**config.mk**
```make
export PLATFORM = sky130hd
export DESIGN_NAME = pwb_bitslip
export DESIGN_NICKNAME = d
export VERILOG_FILES = /design/src/pwb_pkg.sv /design/src/pwb_bitslip.sv
export SDC_FILE = /design/constraint.sdc
export NUM_CORES = 1
export LEC_CHECK = 0
export BUFFER_PORTS_ARGS = -buffer_cell sky130_fd_sc_hd__buf_2
export CORE_MARGIN = 2
export CORE_UTILIZATION = 46
export DETAILED_ROUTE_END_ITERATION = 8
export PLACE_DENSITY = 0.76
export RECOVER_POWER = 25
export SETUP_SLACK_MARGIN = 0.05
export SYNTH_ARGS = -nofsm -noshare
export SYNTH_HDL_FRONTEND = slang
export SYNTH_SLANG_ARGS = --single-unit
```
**constraint.sdc**
```tcl
create_clock -name mclk_i -period 1.46 [get_ports mclk_i]
set_clock_uncertainty 0.05 [all_clocks]
set_input_delay 0.365 -clock mclk_i [delete_from_list [all_inputs] [get_ports mclk_i]]
set_output_delay 0.365 -clock mclk_i [all_outputs]
set_load 0.02 [all_outputs]
```
**src/pwb_pkg.sv**
```systemverilog
// Constants and state types for the parallel word bitslip block.
package pwb_pkg;

	// Clock cycles per word clock tick in SDR and DDR capture
	localparam int SDR_DIVIDE      = 8;
	localparam int DDR_DIVIDE      = 4;
	// Reference capture counts: normal word and slipped word
	localparam int CAPTURE_BITS    = 8;
	localparam int SLIP_BITS       = 9;
	// Slips in one full wrap before status pulse
	localparam int WRAP_SLIPS      = 8;
	// Startup cycles of the permutation path
	localparam int PERM_LATENCY    = 2;
	// Reset values
	localparam logic [2:0] OFFSET_RESET = 3'h0;
	localparam logic [2:0] SLIPCNT_RESET = 3'h0;
	localparam logic [1:0] FILL_RESET   = 2'h0;

	// Permutation path startup states
	typedef enum logic [2:0] {
		PWB_IDLE  = 3'b001,
		PWB_HIST  = 3'b010,
		PWB_VALID = 3'b100
	} pwb_state_type;

endpackage

```
**src/pwb_bitslip.sv**
```systemverilog
// Parallel word bitslip: rotation path, permutation path and serial reference model.
`timescale 1ns/1ns
module pwb_bitslip #(
	parameter int word_width_param   = 8,
	parameter int extra_input_stage  = 0,
	parameter int ddr_mode           = 0
) (
	input  wire logic                                       mclk_i,
	input  wire logic                                       sys_rst_i,
	input  wire logic [word_width_param-1:0]                data_i,
	input  wire logic                                       slip_i,
	input  wire logic                                       serial_bit_i,
	output logic      [word_width_param-1:0]                data_o,
	output logic                                            slip_status_out_o,
	output logic      [word_width_param*word_width_param-1:0] perm_o,
	output logic                                            perm_valid_o,
	output logic      [word_width_param-1:0]                ser_word_o,
	output logic                                            parallel_word_clock_o
);
	// Overview of the three paths held in this module.
	//
	// Rotation path:
	//   Two cascaded word registers hold the current and the previous word.
	//   A multiplexer takes a word-wide window out of their concatenation.
	//   The window start is the accumulated slip offset.
	//   With offset zero the older word passes unchanged, so the path is a plain pipeline.
	//   Each slip request moves the window start up by one bit.
	//   The offset wraps from the top value back to zero.
	//   The new alignment holds for every later word until another slip arrives.
	//   Slip requests are edge detected, so a long request still counts once.
	//   A slip counter pulses the status output once per eight slips.
	//
	// Permutation path:
	//   A history register keeps the last word.
	//   Every rotation of the word pair is registered at once, one slice per offset.
	//   The output is marked valid from the second edge after reset onward.
	//   Downstream logic picks whichever slice carries the wanted alignment.
	//
	// Serial reference model:
	//   Serial bits enter a shift register one per clock, newest at the top.
	//   A capture pulse copies the shift register to a holding register.
	//   Normally the capture comes every word width bits.
	//   After a slip request it comes one bit later, dropping the oldest bit.
	//   A divided tick moves the holding register to the reference output.
	//
	// Latency:
	//   Without the extra input stage, data at edge n shows on data_o after edge n+2.
	//   With the extra input stage, one more edge is added.
	//   The permutation path shares the same optional input stage.
	//
	// Limitations:
	//   The status counter wraps modulo eight whatever the word width.
	//   The reference model shifts one bit per clock in both capture modes;
	//   the capture mode only changes the tick ratio.
	//   Slip requests need the request line low for at least one edge between them.
	localparam int W    = word_width_param;
	localparam int OW   = $clog2(W);
	localparam int DIV  = (ddr_mode != 0) ? (W / 2) : W;
	localparam int DW   = $clog2(DIV) + 1;
	localparam int CW   = 4;

	// Input stage
	logic [W-1:0] in_stage;
	logic [W-1:0] word_in;

	// Rotation path state
	logic [W-1:0]    cur_word;
	logic [W-1:0]    prev_word;
	logic [OW-1:0]   offset;
	logic [2:0]      slip_cnt;
	logic            slip_d;
	logic [W-1:0]    next_cur_word;
	logic [W-1:0]    next_prev_word;
	logic [OW-1:0]   next_offset;
	logic [2:0]      next_slip_cnt;
	logic            next_slip_d;
	logic [W-1:0]    next_data;
	logic            next_status;
	logic [2*W-1:0]  pair;
	logic            slip_pulse;

	// Permutation path state
	pwb_pkg::pwb_state_type state;
	pwb_pkg::pwb_state_type next_state;
	logic [W-1:0]           hist_word;
	logic [W-1:0]           next_hist_word;
	logic [W*W-1:0]         next_perm;
	logic                   next_perm_valid;
	logic [2*W-1:0]         perm_win;

	// Serial reference model state
	logic [W-1:0]   shift_reg;
	logic [W-1:0]   hold_reg;
	logic [CW-1:0]  bit_cnt;
	logic           slip_pend;
	logic [DW-1:0]  div_cnt;
	logic [W-1:0]   next_shift_reg;
	logic [W-1:0]   next_hold_reg;
	logic [CW-1:0]  next_bit_cnt;
	logic           next_slip_pend;
	logic [DW-1:0]  next_div_cnt;
	logic [W-1:0]   next_ser_word;
	logic           next_word_clock;
	logic           ser_slip_d;
	logic           next_ser_slip_d;

	// Optional extra input register, one cycle of latency.
	// The register trades one edge of latency for a shorter input timing path.
	// When the stage is left out the register is held at zero and unread.
	generate
		if (extra_input_stage != 0) begin : g_in_reg
			always_ff @(posedge mclk_i) begin
				if (sys_rst_i) begin
					in_stage <= '0;
				end else begin
					in_stage <= data_i;
				end
			end
			assign word_in = in_stage;
		end else begin : g_in_wire
			always_ff @(posedge mclk_i) begin
				in_stage <= '0;
			end
			assign word_in = data_i;
		end
	endgenerate

	// Slip request edge and pair of cascaded words.
	// Only a rising edge counts, so a request held for many edges slips once.
	// The pair puts the newer word in the upper half, the older in the lower half.
	assign slip_pulse = slip_i && !slip_d;
	assign pair       = {cur_word, prev_word};

	// Rotation path next values.
	// The new offset is used by data_o one edge after the slip edge.
	// The status pulse lasts exactly one cycle per eighth slip.
	always_comb begin
		next_prev_word = cur_word;
		next_cur_word  = word_in;
		next_slip_d    = slip_i;
		next_offset    = offset;
		next_slip_cnt  = slip_cnt;
		next_status    = 1'b0;
		if (slip_pulse) begin
			if (offset == OW'(W - 1)) begin
				next_offset = '0;
			end else begin
				next_offset = offset + OW'(1);
			end
			next_slip_cnt = slip_cnt + 3'h1;
			if (slip_cnt == 3'(pwb_pkg::WRAP_SLIPS - 1)) begin
				next_status = 1'b1;
			end
		end
		// Offset zero selects the older word unchanged
		next_data = pair[offset +: W];
	end

	// Rotation path registers.
	// Reset empties the pipeline and clears the offset and slip count.
	always_ff @(posedge mclk_i) begin
		if (sys_rst_i) begin
			cur_word          <= '0;
			prev_word         <= '0;
			offset            <= OW'(pwb_pkg::OFFSET_RESET);
			slip_cnt          <= pwb_pkg::SLIPCNT_RESET;
			slip_d            <= 1'b0;
			data_o            <= '0;
			slip_status_out_o <= 1'b0;
		end else begin
			cur_word          <= next_cur_word;
			prev_word         <= next_prev_word;
			offset            <= next_offset;
			slip_cnt          <= next_slip_cnt;
			slip_d            <= next_slip_d;
			data_o            <= next_data;
			slip_status_out_o <= next_status;
		end
	end

	// Permutation path next values.
	// The start sequence is idle, then history loaded, then permutations valid.
	// The window is the current word above the history word.
	// Slice k of the output holds the window shifted down by k bits.
	always_comb begin
		perm_win        = {word_in, hist_word};
		next_state      = state;
		next_hist_word  = word_in;
		next_perm_valid = 1'b0;
		next_perm       = perm_o;
		case (state)
			pwb_pkg::PWB_IDLE: begin
				next_state = pwb_pkg::PWB_HIST;
			end
			pwb_pkg::PWB_HIST: begin
				next_state = pwb_pkg::PWB_VALID;
			end
			pwb_pkg::PWB_VALID: begin
				next_state = pwb_pkg::PWB_VALID;
			end
			default: begin
				next_state = pwb_pkg::PWB_IDLE;
			end
		endcase
		if (state != pwb_pkg::PWB_IDLE) begin
			for (int k = 0; k < W; k++) begin
				next_perm[k*W +: W] = perm_win[k +: W];
			end
		end
		if (state == pwb_pkg::PWB_HIST || state == pwb_pkg::PWB_VALID) begin
			next_perm_valid = 1'b1;
		end
	end

	// Permutation path registers.
	// Valid stays high every cycle once the start sequence is done.
	always_ff @(posedge mclk_i) begin
		if (sys_rst_i) begin
			state        <= pwb_pkg::PWB_IDLE;
			hist_word    <= '0;
			perm_o       <= '0;
			perm_valid_o <= 1'b0;
		end else begin
			state        <= next_state;
			hist_word    <= next_hist_word;
			perm_o       <= next_perm;
			perm_valid_o <= next_perm_valid;
		end
	end

	// Serial reference model next values.
	// Shifting never pauses, so no bit is lost at a capture.
	// A slip edge landing on a capture edge arms the next slip; the set wins.
	// The tick loads the word captured before it, one word behind the capture.
	always_comb begin
		next_ser_slip_d = slip_i;
		next_shift_reg  = {serial_bit_i, shift_reg[W-1:1]};
		next_hold_reg   = hold_reg;
		next_bit_cnt    = bit_cnt + CW'(1);
		next_slip_pend  = slip_pend;
		next_ser_word   = ser_word_o;
		next_word_clock = 1'b0;
		next_div_cnt    = div_cnt + DW'(1);
		if (slip_i && !ser_slip_d) begin
			next_slip_pend = 1'b1;
		end
		// Capture after a full word, or one bit later when slipping
		if ((!slip_pend && bit_cnt == CW'(W - 1)) || (slip_pend && bit_cnt == CW'(W))) begin
			next_hold_reg  = next_shift_reg;
			next_bit_cnt   = '0;
			next_slip_pend = slip_i && !ser_slip_d;
		end
		// Divided word clock tick
		if (div_cnt == DW'(DIV - 1)) begin
			next_div_cnt    = '0;
			next_word_clock = 1'b1;
			next_ser_word   = hold_reg;
		end
	end

	// Serial reference model registers.
	// Reset aligns the bit counter and the tick divider to the same start.
	always_ff @(posedge mclk_i) begin
		if (sys_rst_i) begin
			shift_reg             <= '0;
			hold_reg              <= '0;
			bit_cnt               <= '0;
			slip_pend             <= 1'b0;
			ser_slip_d            <= 1'b0;
			div_cnt               <= '0;
			ser_word_o            <= '0;
			parallel_word_clock_o <= 1'b0;
		end else begin
			shift_reg             <= next_shift_reg;
			hold_reg              <= next_hold_reg;
			bit_cnt               <= next_bit_cnt;
			slip_pend             <= next_slip_pend;
			ser_slip_d            <= next_ser_slip_d;
			div_cnt               <= next_div_cnt;
			ser_word_o            <= next_ser_word;
			parallel_word_clock_o <= next_word_clock;
		end
	end

endmodule

```
==> summary by stage, run 1 <==
Outcome
The run finished with clean final reports.

Yosys
For this run, the leading register cell type out of synthesis is sky130_fd_sc_hd__dfxtp_1. The synthesized design spends more area on one cell type than any other, namely sky130_fd_sc_hd__dfxtp_1. The share of synthesized area occupied by flip-flops and latches is 49.8%. The area fraction of the dominant cell type after synthesis is 49.8%. The count of unique library cells instantiated by Yosys is 35. Counting every instance in the synthesized netlist gives 309. The total standard cell area after synthesis is 3370 um2. The number of enable flip-flop cells after synthesis is 0.

The async set-reset flop share out of synthesis is 0%. The number of nets in the synthesized netlist is 328. Ranked by total cell area, the synthesized netlist is headed by sky130_fd_sc_hd__dfxtp_1 (50%), sky130_fd_sc_hd__buf_4 (11%), sky130_fd_sc_hd__mux2_2 (6.7%). During synthesis, Yosys emitted a total of 0 warnings. The flip-flop and latch count after synthesis is 84.

The mean area per synthesized cell is 10.9 um2.

STA
Derived from the worst setup path, the maximum achievable clock frequency is 0.685 GHz. The final clock period utilization by the worst path is 100%. The final count of negative-setup-slack endpoints is 0. The worst slew margin relative to its limit is 64.9%. Setup repair after global routing could not meet its margin everywhere. The final-report max-slew violation count was 0.

The number of hold violations in the final report was 0. For the pin with the worst max-slew slack, the measured transition is 527 ps. The minimum clock period after layout is 1460 ps.

Layout
The top cell types in the final layout, fill and taps aside, are sky130_fd_sc_hd__buf_2 (88), sky130_fd_sc_hd__dfxtp_1 (75), sky130_fd_sc_hd__nor2b_1 (33). The ratio of cells with drive above 1 in the final layout is 43.8%. After the last flow step, the layout net total stands at 386. The final core utilization is 54.6%. The most common cell after layout, fill and taps aside is sky130_fd_sc_hd__buf_2. The area added between synthesis and finish is 16.1%.

The final standard cell area without fillers is 3920 um2. The register with the most flip-flops in the layout has 15 of them. The number of antenna diodes in the final layout is 0. The register with the most flip-flops is perm_o.

Floorplanning
Pin placement for this block handled 95 I/O pins. The area of the die is 8040 um2. The initialized floorplan defines 31 standard-cell rows.

The floorplan step set the die width to 89.7 um. The standard cell core area is 7180 um2. The initial standard-cell utilization of the core is 47.0%. The vertical die dimension is 89.7 um.

Setup path
The data required time of the critical path is 1640 ps. The critical path goes through inv_2 -> ha_2 -> nand3b_1 -> o21a_1 -> buf_12 -> mux2_4. STA classifies the critical path endpoint as a register.

At the worst endpoint, the arrival time is 1640 ps. The worst setup path is launched from a register. The cell type of the slowest stage on the worst timing path is sky130_fd_sc_hd__dfxtp_2. The register-to-register setup slack is 0.6 ps. The class of the most critical setup path is register to register. On the worst path, the slowest cell contributes a delay of 340 ps.

Of all nets on the critical path, the largest fanout is 8.

GRT
The global-route wire length before repair is 9200 um. The via count of the first global-routing pass is 2097. Entering global routing, the biggest net connects 18 pins. The total global routing overflow is 0. Global routing used 15.0% of the available tracks across all layers.

The number of antenna violations at the first check in global routing is 0.

Power
The power density normalized to cell area is 1630 nW/um2. IR analysis of the VDD net gives a maximum drop of 0.00100 V. Overall power consumption after layout is estimated at 6.38 mW. In this run the static leakage power is 1.83 nW.

Place
In this run the tool buffered the top-level ports with 94 buffer cells. The final weighted congestion in routability-driven placement is 0.740. The half-perimeter wire length of the detailed placement result is 4270 um. In this run the cell area measured after placement is 3700 um2.

Worst hold path
The path class of the lowest-slack min-delay path is input pin to register.

Clock network
The number of buffers on the longest clock path is 2. Clock-pin slew was measured on the worst setup and hold paths at 80 ps. The CTS H-tree depth is 3. The root buffer cell chosen for the clock tree is sky130_fd_sc_hd__clkbuf_8. The post-CTS setup buffer count is 0. Clock tree synthesis found a total of 84 sinks. Clock latency on the worst-skew pair, taken at its later pin, is 350 ps. Counting the buffers created by CTS gives 9. The clock tree from TritonCTS is built.

Run
The max-cap check violation count is 0.

Routing
After detailed routing, the average wire length per cell comes to 12.3 um. The routed design has 5780 um of wire. The violation count after the first detailed-route iteration is 80. The first-pass iteration count of the detailed router is 5.

The via count is 2269. The detail route stage leaves a number of antenna-violating nets equal to 0. In the routed design, unresolved DRC markers number 0. Dividing the detail-routed via count by the number of cells gives 4.82.
[layer usage]
layer,part of all wire [%],global-route usage (%),vias up
li1,-,-,1130
met1,44,18.4,1047
met2,48,24.1,77
met3,6.2,3.75,15
met4,2.4,8.41,0
met5,0,0,-
[final timing paths]
kind | startpoint | endpoint | depth (start not counted)
setup / recovery | bit_cnt[0]$_SDFF_PP0_ | hold_reg[3]$_SDFFE_PP0P_ | 6
hold / removal | data_i[7] | hist_word[7]$_SDFF_PP0_ | 2
setup reg to reg | bit_cnt[0]$_SDFF_PP0_ | hold_reg[3]$_SDFFE_PP0P_ | 6
hold reg to reg | state[0]$_SDFF_PP1_ | state[2]$_SDFF_PP0_ | 1
[cell usage after synthesis (all sizes together) (3+ instances only)]
library cell,n
xnor2,5
nor3b,3
dfxtp,84
mux2i,5
nor3,11
o22a,15
nor2,10
buf,59
o22ai,16
inv,4
clkbuf,6
mux2,20
nor2b,33
nand2b,5
ha,7
a22o,8
[cell type report]
class	instances	area (um2)
Fill cell	648	3260
Clock inverter	6	86.3
Multi-Input combinational cell	156	1240
Tap cell	99	124
Sequential cell	84	1690
Clock buffer	10	138
Inverter	4	15.0
Timing Repair Buffer	112	624
[report_power, final]
| part | switching [mW] | internal (mW) | total [mW] |
|---|---|---|---|
| clock network | 0.807 | 1.01 | 1.82 |
| registers | 0.192 | 2.53 | 2.72 |
| logic | 1.17 | 0.666 | 1.84 |
| total | 2.17 | 4.21 | 6.38 |
[stage by stage]
step                setup TNS [ps]  setup slack [ps]  hold slack [ps]  std cells
detailed placement           -27.5             -9.09              377        455
global route                  -554             -45.7              220        471
global placement                 0              36.1              373        455
floorplan                        0              51.9              364        309
CTS                              0              9.80              168        471
finish                           0             0.575              182        471
[repair_timing]
item	CTS	global route
resized for setup	6	7
setup endpoints to repair	31	37
pin swaps	1	2
hold buffers	0	0
[critical path: cells and delay by family, from the launching register on]
family | cells | cell delay, ps
and+or+nand+nor | 1 | 90
AOI/OAI and AO/OA | 1 | 230
adders and majority gates | 1 | 150
buffers and inverters | 2 | 190
DFF | 1 | 340
muxes | 1 | 300
[kinds of logic after synthesis]
group	count (synthesis)	synth area share, %
AOI/OAI and AO/OA	43	9.94
xor gates and xnor gates	6	1.56
adders and majority gates	7	2.60
buffers and inverters	69	14.2
DFF	84	49.8
muxes	25	8.16
and+or+nand+nor	75	13.7
Power figures use the tool's default switching activity.
==> run 2, diff against run 1 <==
ABC_AREA = 1   (was default)
CORE_UTILIZATION = 47   (was 46)
REMOVE_ABC_BUFFERS = 1   (was default)
==> summary by stage, run 2 <==
GRT
The global-route wire length before repair is 11100 um (was 9200 um). The number of antenna violations at the first check in global routing is 0 (unchanged). The largest net degree at the start of global routing came to 21 (was 18). The via count of the first global-routing pass was 2489 (was 2097).

The overall routing resource usage is 16.2% (was 15.0%). The total global routing overflow is 0 (unchanged).

Power
The power density normalized to cell area is 1540 nW/um2 (was 1630 nW/um2). The leakage power summed over all cells came to 2.22 nW (was 1.83 nW). The highest ir drop seen on vdd was 0.00130 V (was 0.00100 V).

The power after layout is 6.14 mW (was 6.38 mW).

STA
The worst-margin pin slew is 467 ps (was 527 ps). The final-report max-slew violation count is 0 (unchanged). The final clock period utilization by the worst path came to 92.6% (was 100%). The minimum setup slack in the final design is 107 ps (was 0.575 ps). The worst slew margin relative to its limit came to 68.8% (was 64.9%). The number of hold violations in the final report came to 0 (unchanged).

The final count of negative-setup-slack endpoints is 0 (unchanged). The minimum clock period after layout is 1350 ps (was 1460 ps). The maximum clock frequency is 0.739 GHz (was 0.685 GHz). The worst hold slack after final layout is 160 ps (was 182 ps). RSZ-0062 raised after global routing: no (was yes).

Setup path
The highest net fanout along the worst path was 9 (was 8). The family with the most delay on the worst path is flip-flops (unchanged). The worst path arrival time is 940 ps (was 1640 ps). The data required time of the critical path is 1040 ps (was 1640 ps). The cell count of the worst reg-to-reg path is 8 (was 6). Worst path cell trace: buf_2 (was inv_2 -> ha_2 -> nand3b_1 -> o21a_1 -> buf_12 -> mux2_4).

The class of the most critical setup path was register to output port (was register to register). The buffers plus inverters on the worst setup path is 1 (was 2). The number of cells on the critical path is 1 (was 6). The longest individual stage delay on the worst path was 400 ps (was 340 ps).

The cell type of the slowest stage on the worst timing path is sky130_fd_sc_hd__dfxtp_2 (unchanged). The critical path startpoint category is a register (unchanged). The category of the worst setup path capture point is an output port (was register).

Floorplanning
The vertical die dimension is 92.1 um (was 89.7 um). The standard cell core area is 7610 um2 (was 7180 um2). The die width is 92.1 um (was 89.7 um).

The count of pins on the block boundary is 95 (unchanged). The area of the die is 8480 um2 (was 8040 um2). The number of core rows was 32 (was 31). The initial standard-cell utilization of the core is 47.9% (was 47.0%).

Yosys
The async set-reset flop share out of synthesis is 0% (unchanged). The dominant synthesized flop cell is sky130_fd_sc_hd__dfxtp_1 (unchanged). The cell taking the most area after synthesis is sky130_fd_sc_hd__dfxtp_1 (unchanged). Top cells by area, synth: sky130_fd_sc_hd__dfxtp_1 (46%), sky130_fd_sc_hd__buf_4 (10%), sky130_fd_sc_hd__nand2_1 (7.2%) (was sky130_fd_sc_hd__dfxtp_1 (50%), sky130_fd_sc_hd__buf_4 (11%), sky130_fd_sc_hd__mux2_2 (6.7%)). The most common cell in the netlist is sky130_fd_sc_hd__dfxtp_1 (unchanged). Leading cell types by count after synthesis: sky130_fd_sc_hd__dfxtp_1 (84), sky130_fd_sc_hd__nand2_1 (70), sky130_fd_sc_hd__inv_1 (58) (was sky130_fd_sc_hd__dfxtp_1 (84), sky130_fd_sc_hd__buf_4 (51), sky130_fd_sc_hd__nor2b_1 (33)). The number of enable flip-flop cells after synthesis is 0 (unchanged). The mean area per synthesized cell is 8.21 um2 (was 10.9 um2). The total standard cell area after synthesis is 3650 um2 (was 3370 um2).

The number of warnings printed during yosys synthesis came to 0 (unchanged). The area fraction of the dominant cell type after synthesis was 46.1% (was 49.8%). The count of unique library cells instantiated by Yosys is 30 (was 35). The flip-flop and latch count after synthesis was 84 (unchanged). The synthesized instance count is 444 (was 309).

The share of synthesized area occupied by flip-flops and latches came to 46.1% (was 49.8%).

Clock network
The root buffer selected by CTS is sky130_fd_sc_hd__clkbuf_8 (unchanged). The CTS H-tree depth was 3 (unchanged). The total CTS buffers was 9 (unchanged). The clock latency at the later pin of the worst-skew pair is 360 ps (was 350 ps).

The number of buffers on the longest clock path was 2 (unchanged). The clock tree from TritonCTS is built (unchanged). The clock transition at the registers of the reported paths is 90 ps (was 80 ps). The number of clock sinks seen by CTS is 84 (unchanged).

Routing
The post-detailed-routing wire length is 6690 um (was 5780 um). The average via count per standard cell is 4.66 (was 4.82). The violation count after the first detailed-route iteration is 198 (was 80). The via count is 2792 (was 2269). The number of routed nets with antenna violations was 0 (unchanged). The routed length per placed instance is 11.2 um (was 12.3 um). The number of remaining DRC errors came to 0 (unchanged). The first-pass iteration count of the detailed router is 4 (was 5).

Place
The number of placed instances with taps included was 582 (was 455). The worst slack after detailed placement is 103 ps (was -9.09 ps). The half-perimeter wire length of the detailed placement result is 4740 um (was 4270 um). The final weighted congestion in routability-driven placement was 0.936 (was 0.740).

The number of input and output port buffers inserted is 94 (unchanged).

Layout
The number of flip-flops in the largest register is 15 (unchanged). Commonest cells after routing, fill and taps aside: sky130_fd_sc_hd__buf_2 (93), sky130_fd_sc_hd__dfxtp_1 (75), sky130_fd_sc_hd__nand2_1 (70) (was sky130_fd_sc_hd__buf_2 (88), sky130_fd_sc_hd__dfxtp_1 (75), sky130_fd_sc_hd__nor2b_1 (33)). The register with the most flip-flops is perm_o (unchanged). The most common cell after layout, fill and taps aside is sky130_fd_sc_hd__buf_2 (unchanged). The area added between synthesis and finish is 9.71% (was 16.1%).

The count of placed standard cells in the final layout, fillers left out came to 599 (was 471). The ratio of cells with drive above 1 in the final layout was 32.6% (was 43.8%). The number of antenna repair diodes is 0 (unchanged). The net count of the finished layout is 511 (was 386).

Run
The max-cap check violation count was 0 (unchanged).

Worst hold path
The path class of the lowest-slack min-delay path is input pin to register (unchanged). The depth of the worst hold-timing path is 3 (was 2).

Outcome
Result of the run: finished, final reports clean (unchanged).
==> run 2: cell count changes after synthesis, sizes merged, moves of 14 or more <==
cell and delta:
o21ai +14, o22a -15, mux2 -20, inv +70, nor2 +28, nand2 +77, nor2b -33, nand3 +48
==> run 2: cells by family after synthesis <==
logic type                 Yosys count  synth area share [%]
and+or+nand+nor                    173                  22.1
buffers and inverters              137                  21.2
DFF                                 84                  46.1
AOI/OAI and AO/OA                   41                  7.79
adders and majority gates            7                  2.40
xor gates and xnor gates             2                 0.480
==> run 2: worst paths after layout <==
path,endpoint,slack (ps),start
hold reg to reg,prev_word[7]$_SDFF_PP0_,380,hist_word[7]$_SDFF_PP0_
setup reg to reg,hold_reg[1]$_SDFFE_PP0P_,150,bit_cnt[1]$_SDFF_PP0_
hold / removal,hist_word[7]$_SDFF_PP0_,160,data_i[7]
setup / recovery,perm_o[35],110,perm_o[56]$_SDFFE_PP0P_
==> run 2: worst min-delay path: cells and delay by family <==
kind / cells / cell delay (ps)
buffers and inverters: 2 / 110
and+or+nand+nor: 1 / 60
==> run 2: final cells by class <==
type | count | area [um2]
fill | 718 | 3610
sequential | 84 | 1700
multi-input combinational | 224 | 1200
timing repair buffer | 99 | 503
inverter | 74 | 290
clock buffer | 11 | 141
tap | 102 | 128
clock inverter | 5 | 45.0
==> run 2: power by group <==
group          switching [mW]  leakage, nW  total (mW)  internal [mW]
Combinational            1.27         1.43        1.85          0.583
Clock                   0.849       0.0920        1.54          0.688
Sequential              0.211        0.694        2.76           2.55
==> run 2: per-stage QoR <==
stage | TNS, ps | utilization [%] | cell area [um2]
after global placement | 0 | 50.0 | 3800
after floorplan | -5110 | - | 3170
after CTS | 0 | 52.5 | 3990
after global routing | 0 | 52.6 | 4000
final | 0 | 52.6 | 4000
after detailed placement | 0 | 50.0 | 3800
==> run 2: repair_timing <==
item	4_1_cts	5_1_grt
gates cloned	0	1
setup endpoints to repair	28	48
buffers inserted	0	0
resized for setup	4	10
hold buffers	0	0
==> run 2: routing by layer <==
metal | wire length, um | GRT usage (%) | share of wire, % | up-vias
met5 | 0 | 0 | 0 | -
met4 | 140 | 7.84 | 2.1 | 0
met3 | 490 | 4.77 | 7.3 | 12
met2 | 3160 | 25.3 | 47 | 99
met1 | 2910 | 20.3 | 43 | 1247
li1 | - | - | - | 1434
==> run 3, diff against run 2 <==
CORE_MARGIN = 5   (was 2)
CORE_UTILIZATION = 49   (was 47)
CTS_BUF_LIST = sky130_fd_sc_hd__clkbuf_8   (was default)
PLACE_DENSITY = 0.79   (was 0.76)
==> summary by stage, run 3 (same netlist as run 2, synthesis figures left out) <==
Clock network
The CTS H-tree depth is 3 (unchanged). The clock transition at the registers of the reported paths is 90 ps (about the same). The number of clock sinks seen by CTS is 84 (unchanged). The post-CTS setup buffer count is 0 (unchanged). The clock tree from TritonCTS is built (unchanged).

The number of buffers on the longest clock path was 2 (unchanged). The hold buffer count at CTS is 0 (unchanged). The clock latency at the later pin of the worst-skew pair is 350 ps (was 360 ps). The total CTS buffers came to 9 (unchanged). The root buffer selected by CTS is sky130_fd_sc_hd__clkbuf_8 (unchanged).

Routing
The first-pass iteration count of the detailed router is 4 (unchanged). The average via count per standard cell was 4.62 (was 4.66). The violation count after the first detailed-route iteration is 150 (was 198).

The via count is 2758 (was 2792). The post-detailed-routing wire length came to 7220 um (was 6690 um). The number of routed nets with antenna violations is 0 (unchanged). The routed length per placed instance is 12.1 um (was 11.2 um). The number of remaining DRC errors is 0 (unchanged).

Setup path
The buffers plus inverters on the worst setup path is 1 (unchanged). The highest net fanout along the worst path is 8 (was 9). The category of the worst setup path capture point was a register (was output port). The origin of the critical flop-to-flop path is bit_cnt[0]$_SDFF_PP0_ (was bit_cnt[1]$_SDFF_PP0_).

The family with the most delay on the worst path is simple AND/OR/NAND/NOR gates (was flip-flops). The cell type of the slowest stage on the worst timing path is sky130_fd_sc_hd__dfxtp_2 (unchanged). Worst path cell trace: ha_1 -> nand2_2 -> nor2_4 -> o21ai_4 -> nand2_1 -> nand2_1 -> inv_1 (was buf_2). The critical path startpoint category is a register (unchanged). Among the stages of the critical path, the cell type that occurs most often is sky130_fd_sc_hd__nand2_1. The longest individual stage delay on the worst path came to 340 ps (was 400 ps). The first element of the critical path was bit_cnt[0]$_SDFF_PP0_ (was perm_o[56]$_SDFFE_PP0P_).

The worst path arrival time is 1560 ps (was 940 ps). The data required time of the critical path came to 1670 ps (was 1040 ps). The class of the most critical setup path is register to register (was register to output port).

GRT
The overall routing resource usage came to 16.1% (was 16.2%). The global-route wire length before repair came to 11700 um (was 11100 um). The total global routing overflow is 0 (unchanged). The largest net degree at the start of global routing is 22 (was 21). The number of antenna violations at the first check in global routing is 0 (unchanged). The via count of the first global-routing pass came to 2541 (was 2489).

STA
The worst slew margin relative to its limit is 66.9% (was 68.8%). The final-report max-slew violation count was 0 (unchanged). The maximum clock frequency is 0.738 GHz (was 0.739 GHz). The number of hold violations in the final report is 0 (unchanged). The minimum clock period after layout came to 1350 ps (about the same). The final clock period utilization by the worst path is 92.8% (was 92.6%). RSZ-0062 raised after global routing: no (unchanged). The worst hold slack after final layout is 165 ps (was 160 ps). The final count of negative-setup-slack endpoints is 0 (unchanged). The worst-margin pin slew is 496 ps (was 467 ps).

Power
The highest ir drop seen on vdd is 0.00120 V (was 0.00130 V). The leakage power summed over all cells came to 2.24 nW (was 2.22 nW). The power density normalized to cell area was 1580 nW/um2 (was 1540 nW/um2). The power after layout is 6.37 mW (was 6.14 mW).

Floorplanning
The number of core rows is 31 (was 32). The vertical die dimension is 96.3 um (was 92.1 um). The area of the die was 9270 um2 (was 8480 um2).

The standard cell core area is 7250 um2 (was 7610 um2). The initial standard-cell utilization of the core is 50.3% (was 47.9%). The count of pins on the block boundary was 95 (unchanged).

The die width was 96.3 um (was 92.1 um).

Layout
The most common cell after layout, fill and taps aside is sky130_fd_sc_hd__buf_2 (unchanged). The area used by multi-input combinational logic was 1210 um2 (was 1200 um2). The area added between synthesis and finish is 10.8% (was 9.71%). The final standard cell area without fillers came to 4040 um2 (was 4000 um2). The net count of the finished layout is 512 (was 511). Commonest cells after routing, fill and taps aside: sky130_fd_sc_hd__buf_2 (91), sky130_fd_sc_hd__dfxtp_1 (74), sky130_fd_sc_hd__nand2_1 (70) (was sky130_fd_sc_hd__buf_2 (93), sky130_fd_sc_hd__dfxtp_1 (75), sky130_fd_sc_hd__nand2_1 (70)).

The number of flip-flops in the largest register is 15 (unchanged). The ratio of cells with drive above 1 in the final layout was 32.9% (was 32.6%). The final core utilization is 55.7% (was 52.6%).

The count of filler cells inserted in the layout was 667 (was 718). The number of antenna repair diodes came to 0 (unchanged). The sequential cell area was 1700 um2 (about the same). The register with the most flip-flops is perm_o (unchanged).

The count of placed standard cells in the final layout, fillers left out is 597 (was 599).

Place
The half-perimeter wire length of the detailed placement result is 5190 um (was 4740 um). The final weighted congestion in routability-driven placement is 0.868 (was 0.936). The number of placed instances with taps included was 580 (was 582). The number of input and output port buffers inserted is 94 (unchanged). The total cell area at the placement stage was 3800 um2 (about the same).

Worst hold path
The start point of the worst min-delay path is data_i[7] (unchanged). The path class of the lowest-slack min-delay path is input pin to register (unchanged).

Outcome
Result of the run: finished, final reports clean (unchanged).

Run
The max-cap check violation count is 0 (unchanged).
run 3: final timing paths:
check | end | slack, ps | cells past startpoint
worst max-delay path | hold_reg[1]$_SDFFE_PP0P_ | 110 | 7
worst max register to register | hold_reg[1]$_SDFFE_PP0P_ | 110 | 7
worst min-delay path | hist_word[7]$_SDFF_PP0_ | 170 | 3
worst min register to register | bit_cnt[0]$_SDFF_PP0_ | 390 | 1
run 3: layout make-up:
type	count	area share [%]
clock buffers	9	3.07
clock inverters	7	2.04
inverters	74	7.18
flip-flops and latches	84	42.2
well taps	99	3.07
multi-input cells	224	29.9
repair buffers	100	12.6
run 3: power breakdown:
| part | switching [mW] | internal (mW) |
|---|---|---|
| registers | 0.221 | 2.56 |
| logic | 1.31 | 0.590 |
| clock network | 0.877 | 0.820 |
run 3: stage by stage:
step           TNS, ps  worst slack [ps]
6_report             0               106
3_5_place_dp         0              58.0
5_1_grt              0              39.6
4_1_cts              0              71.7
2_1_floorplan    -5110              -280
3_3_place_gp         0               144
run 3: per-layer routing:
metal  vias to the layer above  GRT usage, %  routed length (um)
met5                         -             0                   0
met4                         0          6.04                 114
met3                        10          3.83                 414
met2                        79          25.7                3440
met1                      1239          21.1                3250
li1                       1430             -                   -
run 3: timing repair:
action	CTS	global route
gates resized for setup	7	10
gates cloned	0	1
endpoints found under the setup margin	37	43
run 3: worst register-to-register path, delay by kind of cell (launching register included):
kind	cells	cell delay [ps]
and+or+nand+nor	4	360
DFF	1	340
AOI/OAI and AO/OA	1	230
buffers and inverters	1	40
adders and majority gates	1	230
